===== src/hw/cfg_protect_pkg.sv =====
/*
  Constants for the configuration decode and code protection block:
  register indices, field positions, block boundaries, reset values.
  Assumes a byte-addressed Avalon-MM bus with 32-bit data.
*/
package cfg_protect_pkg;

  // Register indices; byte address is four times the index
  localparam logic [21:0] CFG_IDX     = 22'h300006;
  localparam logic [21:0] PROT_IDX    = 22'h300010;
  localparam logic [21:0] PROBE_A_IDX = 22'h300011;
  localparam logic [21:0] PROBE_S_IDX = 22'h300012;
  localparam logic [21:0] VERDICT_IDX = 22'h300013;

  // Configuration byte fields
  localparam int DBG_BIT = 7;
  localparam int XI_BIT  = 6;
  localparam int BSZ_HI  = 5;
  localparam int BSZ_LO  = 4;
  localparam int SSP_BIT = 2;
  localparam int SFR_BIT = 0;
  localparam logic [7:0] CFG_IMPL_MASK = 8'hF5;
  localparam logic [7:0] CFG_RST       = 8'h00;

  // Boot block size codes and end addresses
  localparam logic [1:0]  BSZ_1K      = 2'h0;
  localparam logic [1:0]  BSZ_2K      = 2'h1;
  localparam logic [20:0] BOOT_END_1K = 21'h000800;
  localparam logic [20:0] BOOT_END_2K = 21'h001000;
  localparam logic [20:0] BOOT_END_4K = 21'h002000;

  // Program memory layout
  localparam int          BLK_LSB  = 14;
  localparam int          NBLK     = 7;
  localparam logic [2:0]  BOOT_BLK = 3'h0;
  localparam logic [2:0]  BLK_BASE = 3'h1;
  localparam logic [20:0] IMPL_END = 21'h018000;

  // Protection word: one bit per block in each group
  localparam int RP_LSB = 0;
  localparam int WL_LSB = 7;
  localparam int TP_LSB = 14;
  localparam logic [20:0] PROT_RST = 21'h000000;

  // Verdict register fields
  localparam int VD_TGT_LSB = 0;
  localparam int VD_SRC_LSB = 4;
  localparam int VD_UNIMPL  = 8;
  localparam int VD_RDENY   = 9;
  localparam int VD_WDENY   = 10;
  localparam int VD_TDENY   = 11;

endpackage


===== src/hw/config_code_protect_decode.sv =====
/*
  Configuration byte decode and program memory code protection.
  Latches the configuration byte and the protection bits from
  non-volatile storage after reset, drives the decoded controls,
  checks table reads, and offers an Avalon-MM register slave.
  Assumes nv_* inputs are static levels from storage outside this
  clock domain; tbl_* and stack_fault come from core logic on mclk.
*/
// Implementation choice: register access over Avalon-MM.
// Functional notes
// - Bit 7 one: debugger off, pins GPIO
// - Bit 6 enables extended set, indexed addressing
// - Bits 5:4 select 4K, 2K, 1K words
// - Bit 2 enables single-supply serial programming
// - Bit 0 lets stack faults reset
// - Bits 3 and 1 read zero
// - Five-plus blocks, boot block at zero
// - Later blocks start on 16K boundaries
// - Each block: read, write, table protect
`timescale 1ns/10ps
`default_nettype none

module config_code_protect_decode (
  // Clock and reset
  input  wire logic        mclk,
  input  wire logic        rst_n,
  // Non-volatile storage image
  input  wire logic [7:0]  nv_cfg,
  input  wire logic [20:0] nv_prot,
  // Avalon-MM slave
  input  wire logic [23:0] address,
  input  wire logic        read,
  input  wire logic        write,
  input  wire logic [3:0]  byteenable,
  input  wire logic [31:0] writedata,
  output logic      [31:0] readdata,
  output logic             waitrequest,
  // Decoded controls
  output logic             debug_pins_dedicated,
  output logic             monitor_pins_gpio,
  output logic             extended_isa_on,
  output logic             boot_size_hi,
  output logic             boot_size_lo,
  output logic             single_supply_prog_on,
  output logic             stack_fault_reset_on,
  // Stack fault from the core
  input  wire logic        stack_fault,
  output logic             stack_reset,
  // Table read check
  input  wire logic        tbl_req,
  input  wire logic [20:0] tbl_addr,
  input  wire logic [20:0] tbl_src,
  input  wire logic [7:0]  tbl_data_in,
  output logic             tbl_valid,
  output logic      [7:0]  tbl_data,
  output logic             tbl_denied
);

  typedef enum logic [1:0] {
    SETTLE_A,
    SETTLE_B,
    CAPTURE,
    RUN
  } load_t;

  typedef struct packed {
    logic [7:0]  cfg_s1;
    logic [7:0]  cfg_s2;
    logic [20:0] prot_s1;
    logic [20:0] prot_s2;
    load_t       st;
    logic [7:0]  cfg;
    logic [20:0] prot;
    logic [20:0] probe_a;
    logic [20:0] probe_s;
    logic        ack;
    logic        waitreq;
    logic [31:0] rdata;
    logic        dbg_ded;
    logic        gpio;
    logic        xisa;
    logic        bsz_hi;
    logic        bsz_lo;
    logic        ssp;
    logic        sfr;
    logic        stk_rst;
    logic        t_valid;
    logic [7:0]  t_data;
    logic        t_denied;
  } state_t;

  state_t r;
  state_t nxt;

  // End of the boot block for the selected size
  function automatic logic [20:0] boot_end(input logic [1:0] code);
    logic [20:0] e;
    if (code == cfg_protect_pkg::BSZ_1K) begin
      e = cfg_protect_pkg::BOOT_END_1K;
    end else if (code == cfg_protect_pkg::BSZ_2K) begin
      e = cfg_protect_pkg::BOOT_END_2K;
    end else begin
      e = cfg_protect_pkg::BOOT_END_4K;
    end
    return e;
  endfunction

  // Block number: boot block 0, then one block per 16K boundary
  function automatic logic [2:0] blk_of(input logic [20:0] a,
                                        input logic [1:0]  code);
    logic [2:0] b;
    if (a < boot_end(code)) begin
      b = cfg_protect_pkg::BOOT_BLK;
    end else begin
      b = 3'(a[cfg_protect_pkg::BLK_LSB +: 3])
          + cfg_protect_pkg::BLK_BASE;
    end
    return b;
  endfunction

  function automatic logic unimpl(input logic [20:0] a);
    return a >= cfg_protect_pkg::IMPL_END;
  endfunction

  // One protection bit of a group; past the last block nothing is guarded
  function automatic logic prot_bit(input logic [20:0] p,
                                    input int          lsb,
                                    input logic [2:0]  blk);
    logic hit;
    hit = 1'b0;
    if (32'(blk) < cfg_protect_pkg::NBLK) begin
      hit = p[lsb + 32'(blk)];
    end
    return hit;
  endfunction

  // Table read blocked when issued from another block into a block whose table-protect bit is set
  function automatic logic tbl_block(input logic [20:0] a,
                                     input logic [20:0] s,
                                     input logic [1:0]  code,
                                     input logic [20:0] p);
    logic [2:0] tb;
    tb = blk_of(a, code);
    return (tb != blk_of(s, code))
           && prot_bit(p, cfg_protect_pkg::TP_LSB, tb);
  endfunction

  function automatic logic [20:0] merge21(input logic [20:0] old,
                                          input logic [31:0] d,
                                          input logic [3:0]  be);
    logic [31:0] w;
    w = {11'h000, old};
    for (int i = 0; i < 4; i++) begin
      if (be[i]) begin
        w[8*i +: 8] = d[8*i +: 8];
      end
    end
    return w[20:0];
  endfunction

  logic [21:0] idx;
  logic        aligned;
  logic [1:0]  bsz;
  logic [2:0]  p_tgt;
  logic [2:0]  p_src;
  logic [31:0] verdict;

  assign idx     = address[23:2];
  assign aligned = (address[1:0] == 2'h0);
  assign bsz     = {r.cfg[cfg_protect_pkg::BSZ_HI], r.cfg[cfg_protect_pkg::BSZ_LO]};
  assign p_tgt   = blk_of(r.probe_a, bsz);
  assign p_src   = blk_of(r.probe_s, bsz);

  // Software-visible verdict for the probe address
  always_comb begin
    verdict = 32'h00000000;
    verdict[cfg_protect_pkg::VD_TGT_LSB +: 3] = p_tgt;
    verdict[cfg_protect_pkg::VD_SRC_LSB +: 3] = p_src;
    verdict[cfg_protect_pkg::VD_UNIMPL] = unimpl(r.probe_a);
    verdict[cfg_protect_pkg::VD_RDENY] =
      prot_bit(r.prot, cfg_protect_pkg::RP_LSB, p_tgt);
    verdict[cfg_protect_pkg::VD_WDENY] = unimpl(r.probe_a)
      || prot_bit(r.prot, cfg_protect_pkg::WL_LSB, p_tgt);
    verdict[cfg_protect_pkg::VD_TDENY] =
      tbl_block(r.probe_a, r.probe_s, bsz, r.prot);
  end

  always_comb begin
    nxt = r;
    // Storage image crosses in through two stages
    // Image is static while loading, so a plain word stage is safe
    nxt.cfg_s1  = nv_cfg;
    nxt.cfg_s2  = r.cfg_s1;
    nxt.prot_s1 = nv_prot;
    nxt.prot_s2 = r.prot_s1;

    // Settings taken once after reset, then frozen
    // Two settle edges let both stages fill before the capture
    case (r.st)
      SETTLE_A: begin
        nxt.st = SETTLE_B;
      end
      SETTLE_B: begin
        nxt.st = CAPTURE;
      end
      CAPTURE: begin
        nxt.cfg  = r.cfg_s2 & cfg_protect_pkg::CFG_IMPL_MASK;
        nxt.prot = r.prot_s2;
        nxt.st   = RUN;
      end
      default: begin
        nxt.st = RUN;
      end
    endcase

    // Decoded controls
    nxt.dbg_ded = ~r.cfg[cfg_protect_pkg::DBG_BIT];
    nxt.gpio    = r.cfg[cfg_protect_pkg::DBG_BIT];
    nxt.xisa    = r.cfg[cfg_protect_pkg::XI_BIT];
    nxt.bsz_hi  = r.cfg[cfg_protect_pkg::BSZ_HI];
    nxt.bsz_lo  = r.cfg[cfg_protect_pkg::BSZ_LO];
    nxt.ssp     = r.cfg[cfg_protect_pkg::SSP_BIT];
    nxt.sfr     = r.cfg[cfg_protect_pkg::SFR_BIT];
    nxt.stk_rst = stack_fault && r.cfg[cfg_protect_pkg::SFR_BIT]
                  && (r.st == RUN);

    // Table read: blocked or unimplemented reads return zero
    // Zero, not stale data, so nothing leaks from a guarded block
    nxt.t_valid  = tbl_req;
    nxt.t_denied = 1'b0;
    nxt.t_data   = 8'h00;
    if (tbl_req) begin
      nxt.t_denied = tbl_block(tbl_addr, tbl_src, bsz, r.prot);
      if (!unimpl(tbl_addr) && !nxt.t_denied) begin
        nxt.t_data = tbl_data_in;
      end
    end

    // Bus slave: one wait cycle, then answer
    // No retake while the answer stands; the master still holds it
    nxt.ack     = 1'b0;
    nxt.waitreq = 1'b1;
    if (r.st == RUN && (read || write) && !r.ack) begin
      nxt.ack     = 1'b1;
      nxt.waitreq = 1'b0;
      nxt.rdata   = 32'h00000000;
      if (read && aligned) begin
        if (idx == cfg_protect_pkg::CFG_IDX) begin
          nxt.rdata = {24'h000000, r.cfg};
        end else if (idx == cfg_protect_pkg::PROT_IDX) begin
          nxt.rdata = {11'h000, r.prot};
        end else if (idx == cfg_protect_pkg::PROBE_A_IDX) begin
          nxt.rdata = {11'h000, r.probe_a};
        end else if (idx == cfg_protect_pkg::PROBE_S_IDX) begin
          nxt.rdata = {11'h000, r.probe_s};
        end else if (idx == cfg_protect_pkg::VERDICT_IDX) begin
          nxt.rdata = verdict;
        end
      end
    end
    // Writes land on the edge the master sees waitrequest low
    if (r.ack && write && aligned) begin
      if (idx == cfg_protect_pkg::PROBE_A_IDX) begin
        nxt.probe_a = merge21(r.probe_a, writedata, byteenable);
      end else if (idx == cfg_protect_pkg::PROBE_S_IDX) begin
        nxt.probe_s = merge21(r.probe_s, writedata, byteenable);
      end
    end
  end

  always_ff @(posedge mclk or negedge rst_n) begin
    if (!rst_n) begin
      r          <= '0;
      r.st       <= SETTLE_A;
      r.cfg      <= cfg_protect_pkg::CFG_RST;
      r.prot     <= cfg_protect_pkg::PROT_RST;
      r.waitreq  <= 1'b1;
      r.dbg_ded  <= 1'b1;
    end else begin
      r <= nxt;
    end
  end

  assign readdata              = r.rdata;
  assign waitrequest           = r.waitreq;
  assign debug_pins_dedicated  = r.dbg_ded;
  assign monitor_pins_gpio     = r.gpio;
  assign extended_isa_on       = r.xisa;
  assign boot_size_hi          = r.bsz_hi;
  assign boot_size_lo          = r.bsz_lo;
  assign single_supply_prog_on = r.ssp;
  assign stack_fault_reset_on  = r.sfr;
  assign stack_reset           = r.stk_rst;
  assign tbl_valid             = r.t_valid;
  assign tbl_data              = r.t_data;
  assign tbl_denied            = r.t_denied;

endmodule

`default_nettype wire


===== config.mk =====
export PLATFORM = sky130hd
export DESIGN_NAME = config_code_protect_decode
export DESIGN_NICKNAME = d
export VERILOG_FILES = /design/src/hw/cfg_protect_pkg.sv /design/src/hw/config_code_protect_decode.sv
export SDC_FILE = /design/constraint.sdc
export NUM_CORES = 1
export LEC_CHECK = 0
export BUFFER_PORTS_ARGS = -buffer_cell sky130_fd_sc_hd__buf_2
export CAP_MARGIN = 15
export CELL_PAD_IN_SITES_DETAIL_PLACEMENT = 1
export CELL_PAD_IN_SITES_GLOBAL_PLACEMENT = 1
export CORE_ASPECT_RATIO = 1.75
export CORE_MARGIN = 2
export CORE_UTILIZATION = 42
export DETAILED_ROUTE_END_ITERATION = 7
export PLACE_DENSITY = 0.85
export SLEW_MARGIN = 20
export SYNTH_ARGS = -nofsm -noshare
export SYNTH_HDL_FRONTEND = slang
export SYNTH_SLANG_ARGS = --single-unit

===== constraint.sdc =====
create_clock -name mclk -period 4.1 [get_ports mclk]
set_input_delay 0 -clock mclk [delete_from_list [all_inputs] [get_ports mclk]]
set_output_delay 0 -clock mclk [all_outputs]
set_load 0.02 [all_outputs]

==> flow_metrics.tcl <==
set metrics [dict create \
    critPathRequiredTime_ns 4.43 \
    power_leakage_uw 0.00472 \
    max-slew-margin-rel_pct 34.1 \
    synth_edf_count 0 \
    final_nets 1015 \
    root_buffer "clkbuf_16" \
    overflow 0 \
    syn_to_final_growth_pct 25.5 \
    dr.pass1.iters 4 \
    synth_cells 664 \
    use_met3_pct 3.79 \
    cts_made_buffers 17 \
    insertion_delay_ns 0.44 \
    die_area_um2 19700 \
    critPathKind "flop to flop" \
    layout_commonest_cell "dfrtp_1" \
    period_share_pct 92.6 \
    use_met1_pct 26.6 \
    place.gp.congestion 0.919 \
    layout-drive-gt1-share_pct 33.8 \
    fin_crit_ns 3.80 \
    placed_cells 1003 \
    port_buffers 148 \
    fmax_mhz 263 \
    worst-slew-pin-transition_ns 0.988 \
    synth_area_leaders "dfrtp_1, mux2_2, buf_4, mux2i_1, ha_1" \
    grt_pass1_wl_um 36800 \
    arrival_ns 4.13 \
    synth_async_sr_flop_share_pct 100 \
    drt-total-wl_um 23500 \
    yosys.area.top_type "dfrtp_1" \
    num_io_pins 196 \
    final_cell_mix "dfrtp_1, buf_2, mux2_2" \
    grt-busiest-layer "met2" \
    fin_cells 1098 \
    crit_path_end_kind "flop" \
    rsz0062_at_grt "false" \
    status "complete, no violations" \
    synth_seq_area_share_pct 53.4 \
    holdPathEnd "tbl_data[0]" \
    rows 65 \
    yosys.area_share.simple_pct 10.8 \
    syn_avg_cell_area_um2 11.7 \
    final_util_pct 53.9 \
    power_density_nw_per_um2 376 \
    synth_xor_area_share_pct 1.24 \
    finalHoldViolations 0 \
    synthDominantCellAreaShare_pct 52.7 \
    antenna_left 0 \
    synth_top_family_by_area "multiplexers" \
    ys_types 68 \
    die_h_um 184 \
    grt.total_usage_pct 24.8 \
    cts_sinks 166 \
    worstRegToRegCells 15 \
    synth_warnings 0 \
    maxCapViolations 0 \
    register_area_um2 4160 \
    hpwl_um 15400 \
    cp-start-kind "flop" \
    viasPerCell 5.54 \
    ys_seq_elements 166 \
    muxShareOfSynthArea_pct 14.6 \
    initial_core_util_pct 42.9 \
    fill_cells 1943 \
    tns_ns 0 \
    worstHoldPathType "input pin to flop" \
    die_w_um 107 \
    synth_compound_area_share_pct 10.4 \
    coreArea_um2 18100 \
    path_clk_slew_ns 0.07 \
    antenna_found_initial 0 \
    r2r_end "tbl_denied" \
    vias 6083 \
    antenna_cells 0 \
    clock_path_buffers 2 \
    multi_input_area_um2 3170 \
    drcViolationCount 0 \
    hold_start "tbl_addr[20]" \
    hold_depth 5 \
    ir_drop_v 0.000279 \
    use_met2_pct 45.1 \
    drv_slew 0 \
    worst-path-max-fanout 9 \
    fin_skew_ns 0.0140 \
    grt_max_degree 110 \
    htreeDepth 4 \
    synthFlopType "dfrtp_1" \
    grt_pass1_vias 6620 \
    timing.rr.start "bsz[1]" \
    cts_tree "done" \
    drt-wirelength-per-cell_um 21.4 \
    post-cts-setup-buffer-count 0 \
    synth_area_um2 7780 \
    drt_iter0_drc 372 \
    r2r_slack_ns 0.30 \
    synthAdderAreaFrac_pct 3.05 \
    setup_violations 0 \
]
==> metal layers <==
layer / up-vias / routed length [µm] / part of all wire, %
li1: 2706 / - / -
met1: 3125 / 8440 / 36
met2: 188 / 13000 / 55
met3: 64 / 733 / 3.1
met4: 0 / 1340 / 5.7
met5: - / 0 / 0
==> stage by stage <==
step	setup slack, ns	hold slack (ns)	cell area [µm²]	total power, µW
5_1_grt	0.0956	0.146	9770	3810
3_5_place_dp	0.440	0.110	8560	2060
6_report	0.302	0.146	9770	3670
4_1_cts	0.348	0.125	9770	3680
3_3_place_gp	0.599	0.108	8560	2050
2_1_floorplan	0.815	-0.296	7820	1920
==> worst max-delay path, stage by stage (launching register included) <==
cell and delay (ns):
dfrtp_1 0.39, inv_1 0.10, nand2_1 0.19, ha_1 0.34, o21ai_0 0.27, o211ai_2 0.19
o211ai_1 0.20, o21ai_0 0.21, ha_1 0.48, nand2b_1 0.17, a21oi_1 0.10, nor3b_1 0.21
mux2i_1 0.10, a211o_1 0.28, and4_1 0.26, and2_4 0.21
==> layout make-up <==
type                       count  share of cell area [%]
timing repair buffer         228                    15.4
tap                          234                    3.00
sequential                   166                    42.6
clock inverter                15                    1.60
multi-input combinational    421                    32.4
inverter                      17                   0.653
clock buffer                  17                    4.36
==> cell families after synthesis <==
kind of cell / count (synthesis)
adder cells (fa/ha/maj): 19
multiplexers: 100
buffers and inverters: 87
XOR/XNOR: 11
other: 1
AO/OA/AOI/OAI: 120
flip-flops: 166
AND/OR/NAND/NOR: 160
==> where the power goes <==
| part | internal (µW) | switching [µW] |
|---|---|---|
| clock network | 814 | 770 |
| registers | 1690 | 34.0 |
| logic | 163 | 204 |
==> worst max-delay path by stage <==
stage	startpoint	to	slack [ns]	depth (start not counted)
4_1_cts	bsz[1]	tbl_denied	0.35	15
6_report	bsz[1]	tbl_denied	0.30	15
5_1_grt	bsz[1]	tbl_denied	0.1	15
3_3_place_gp	bsz[1]	tbl_denied	0.60	15
3_5_place_dp	bsz[1]	tbl_denied	0.44	15
2_1_floorplan	bsz[1]	tbl_denied	0.82	17
==> flip-flops by register name, summed over array words and instances (netlist names) <==
register               flops
bsz                        2
readdata                  21
nxt                       31
tbl_denied                 1
single_supply_prog_on      1
waitrequest                1
extended_isa_on            1
debug_pins_dedicated       1
tbl_data                   8
stack_reset                1
monitor_pins_gpio          1
stack_fault_reset_on       1
r                         93
tbl_valid                  1
boot_size_hi               1
boot_size_lo               1
==> what timing repair did <==
item | in CTS | in global routing
hold buffers | 63 | 0
resized for setup | 0 | 0
hold endpoints to repair | 188 | 0
==> cells in the mapped netlist (6+ instances only) <==
cell type and instances:
mux2i_1 25, nand3b_1 6, a221o_1 6, mux2_2 71
clkbuf_1 17, nand3_1 7, nand2_1 59, nor4_1 13
xnor2_1 8, dfrtp_1 164, and3_1 6, a21oi_1 26
ha_1 19, inv_1 16, o21ai_0 32, buf_4 42
nor2_1 32
Note: power is estimated with default switching activity, not from simulation.
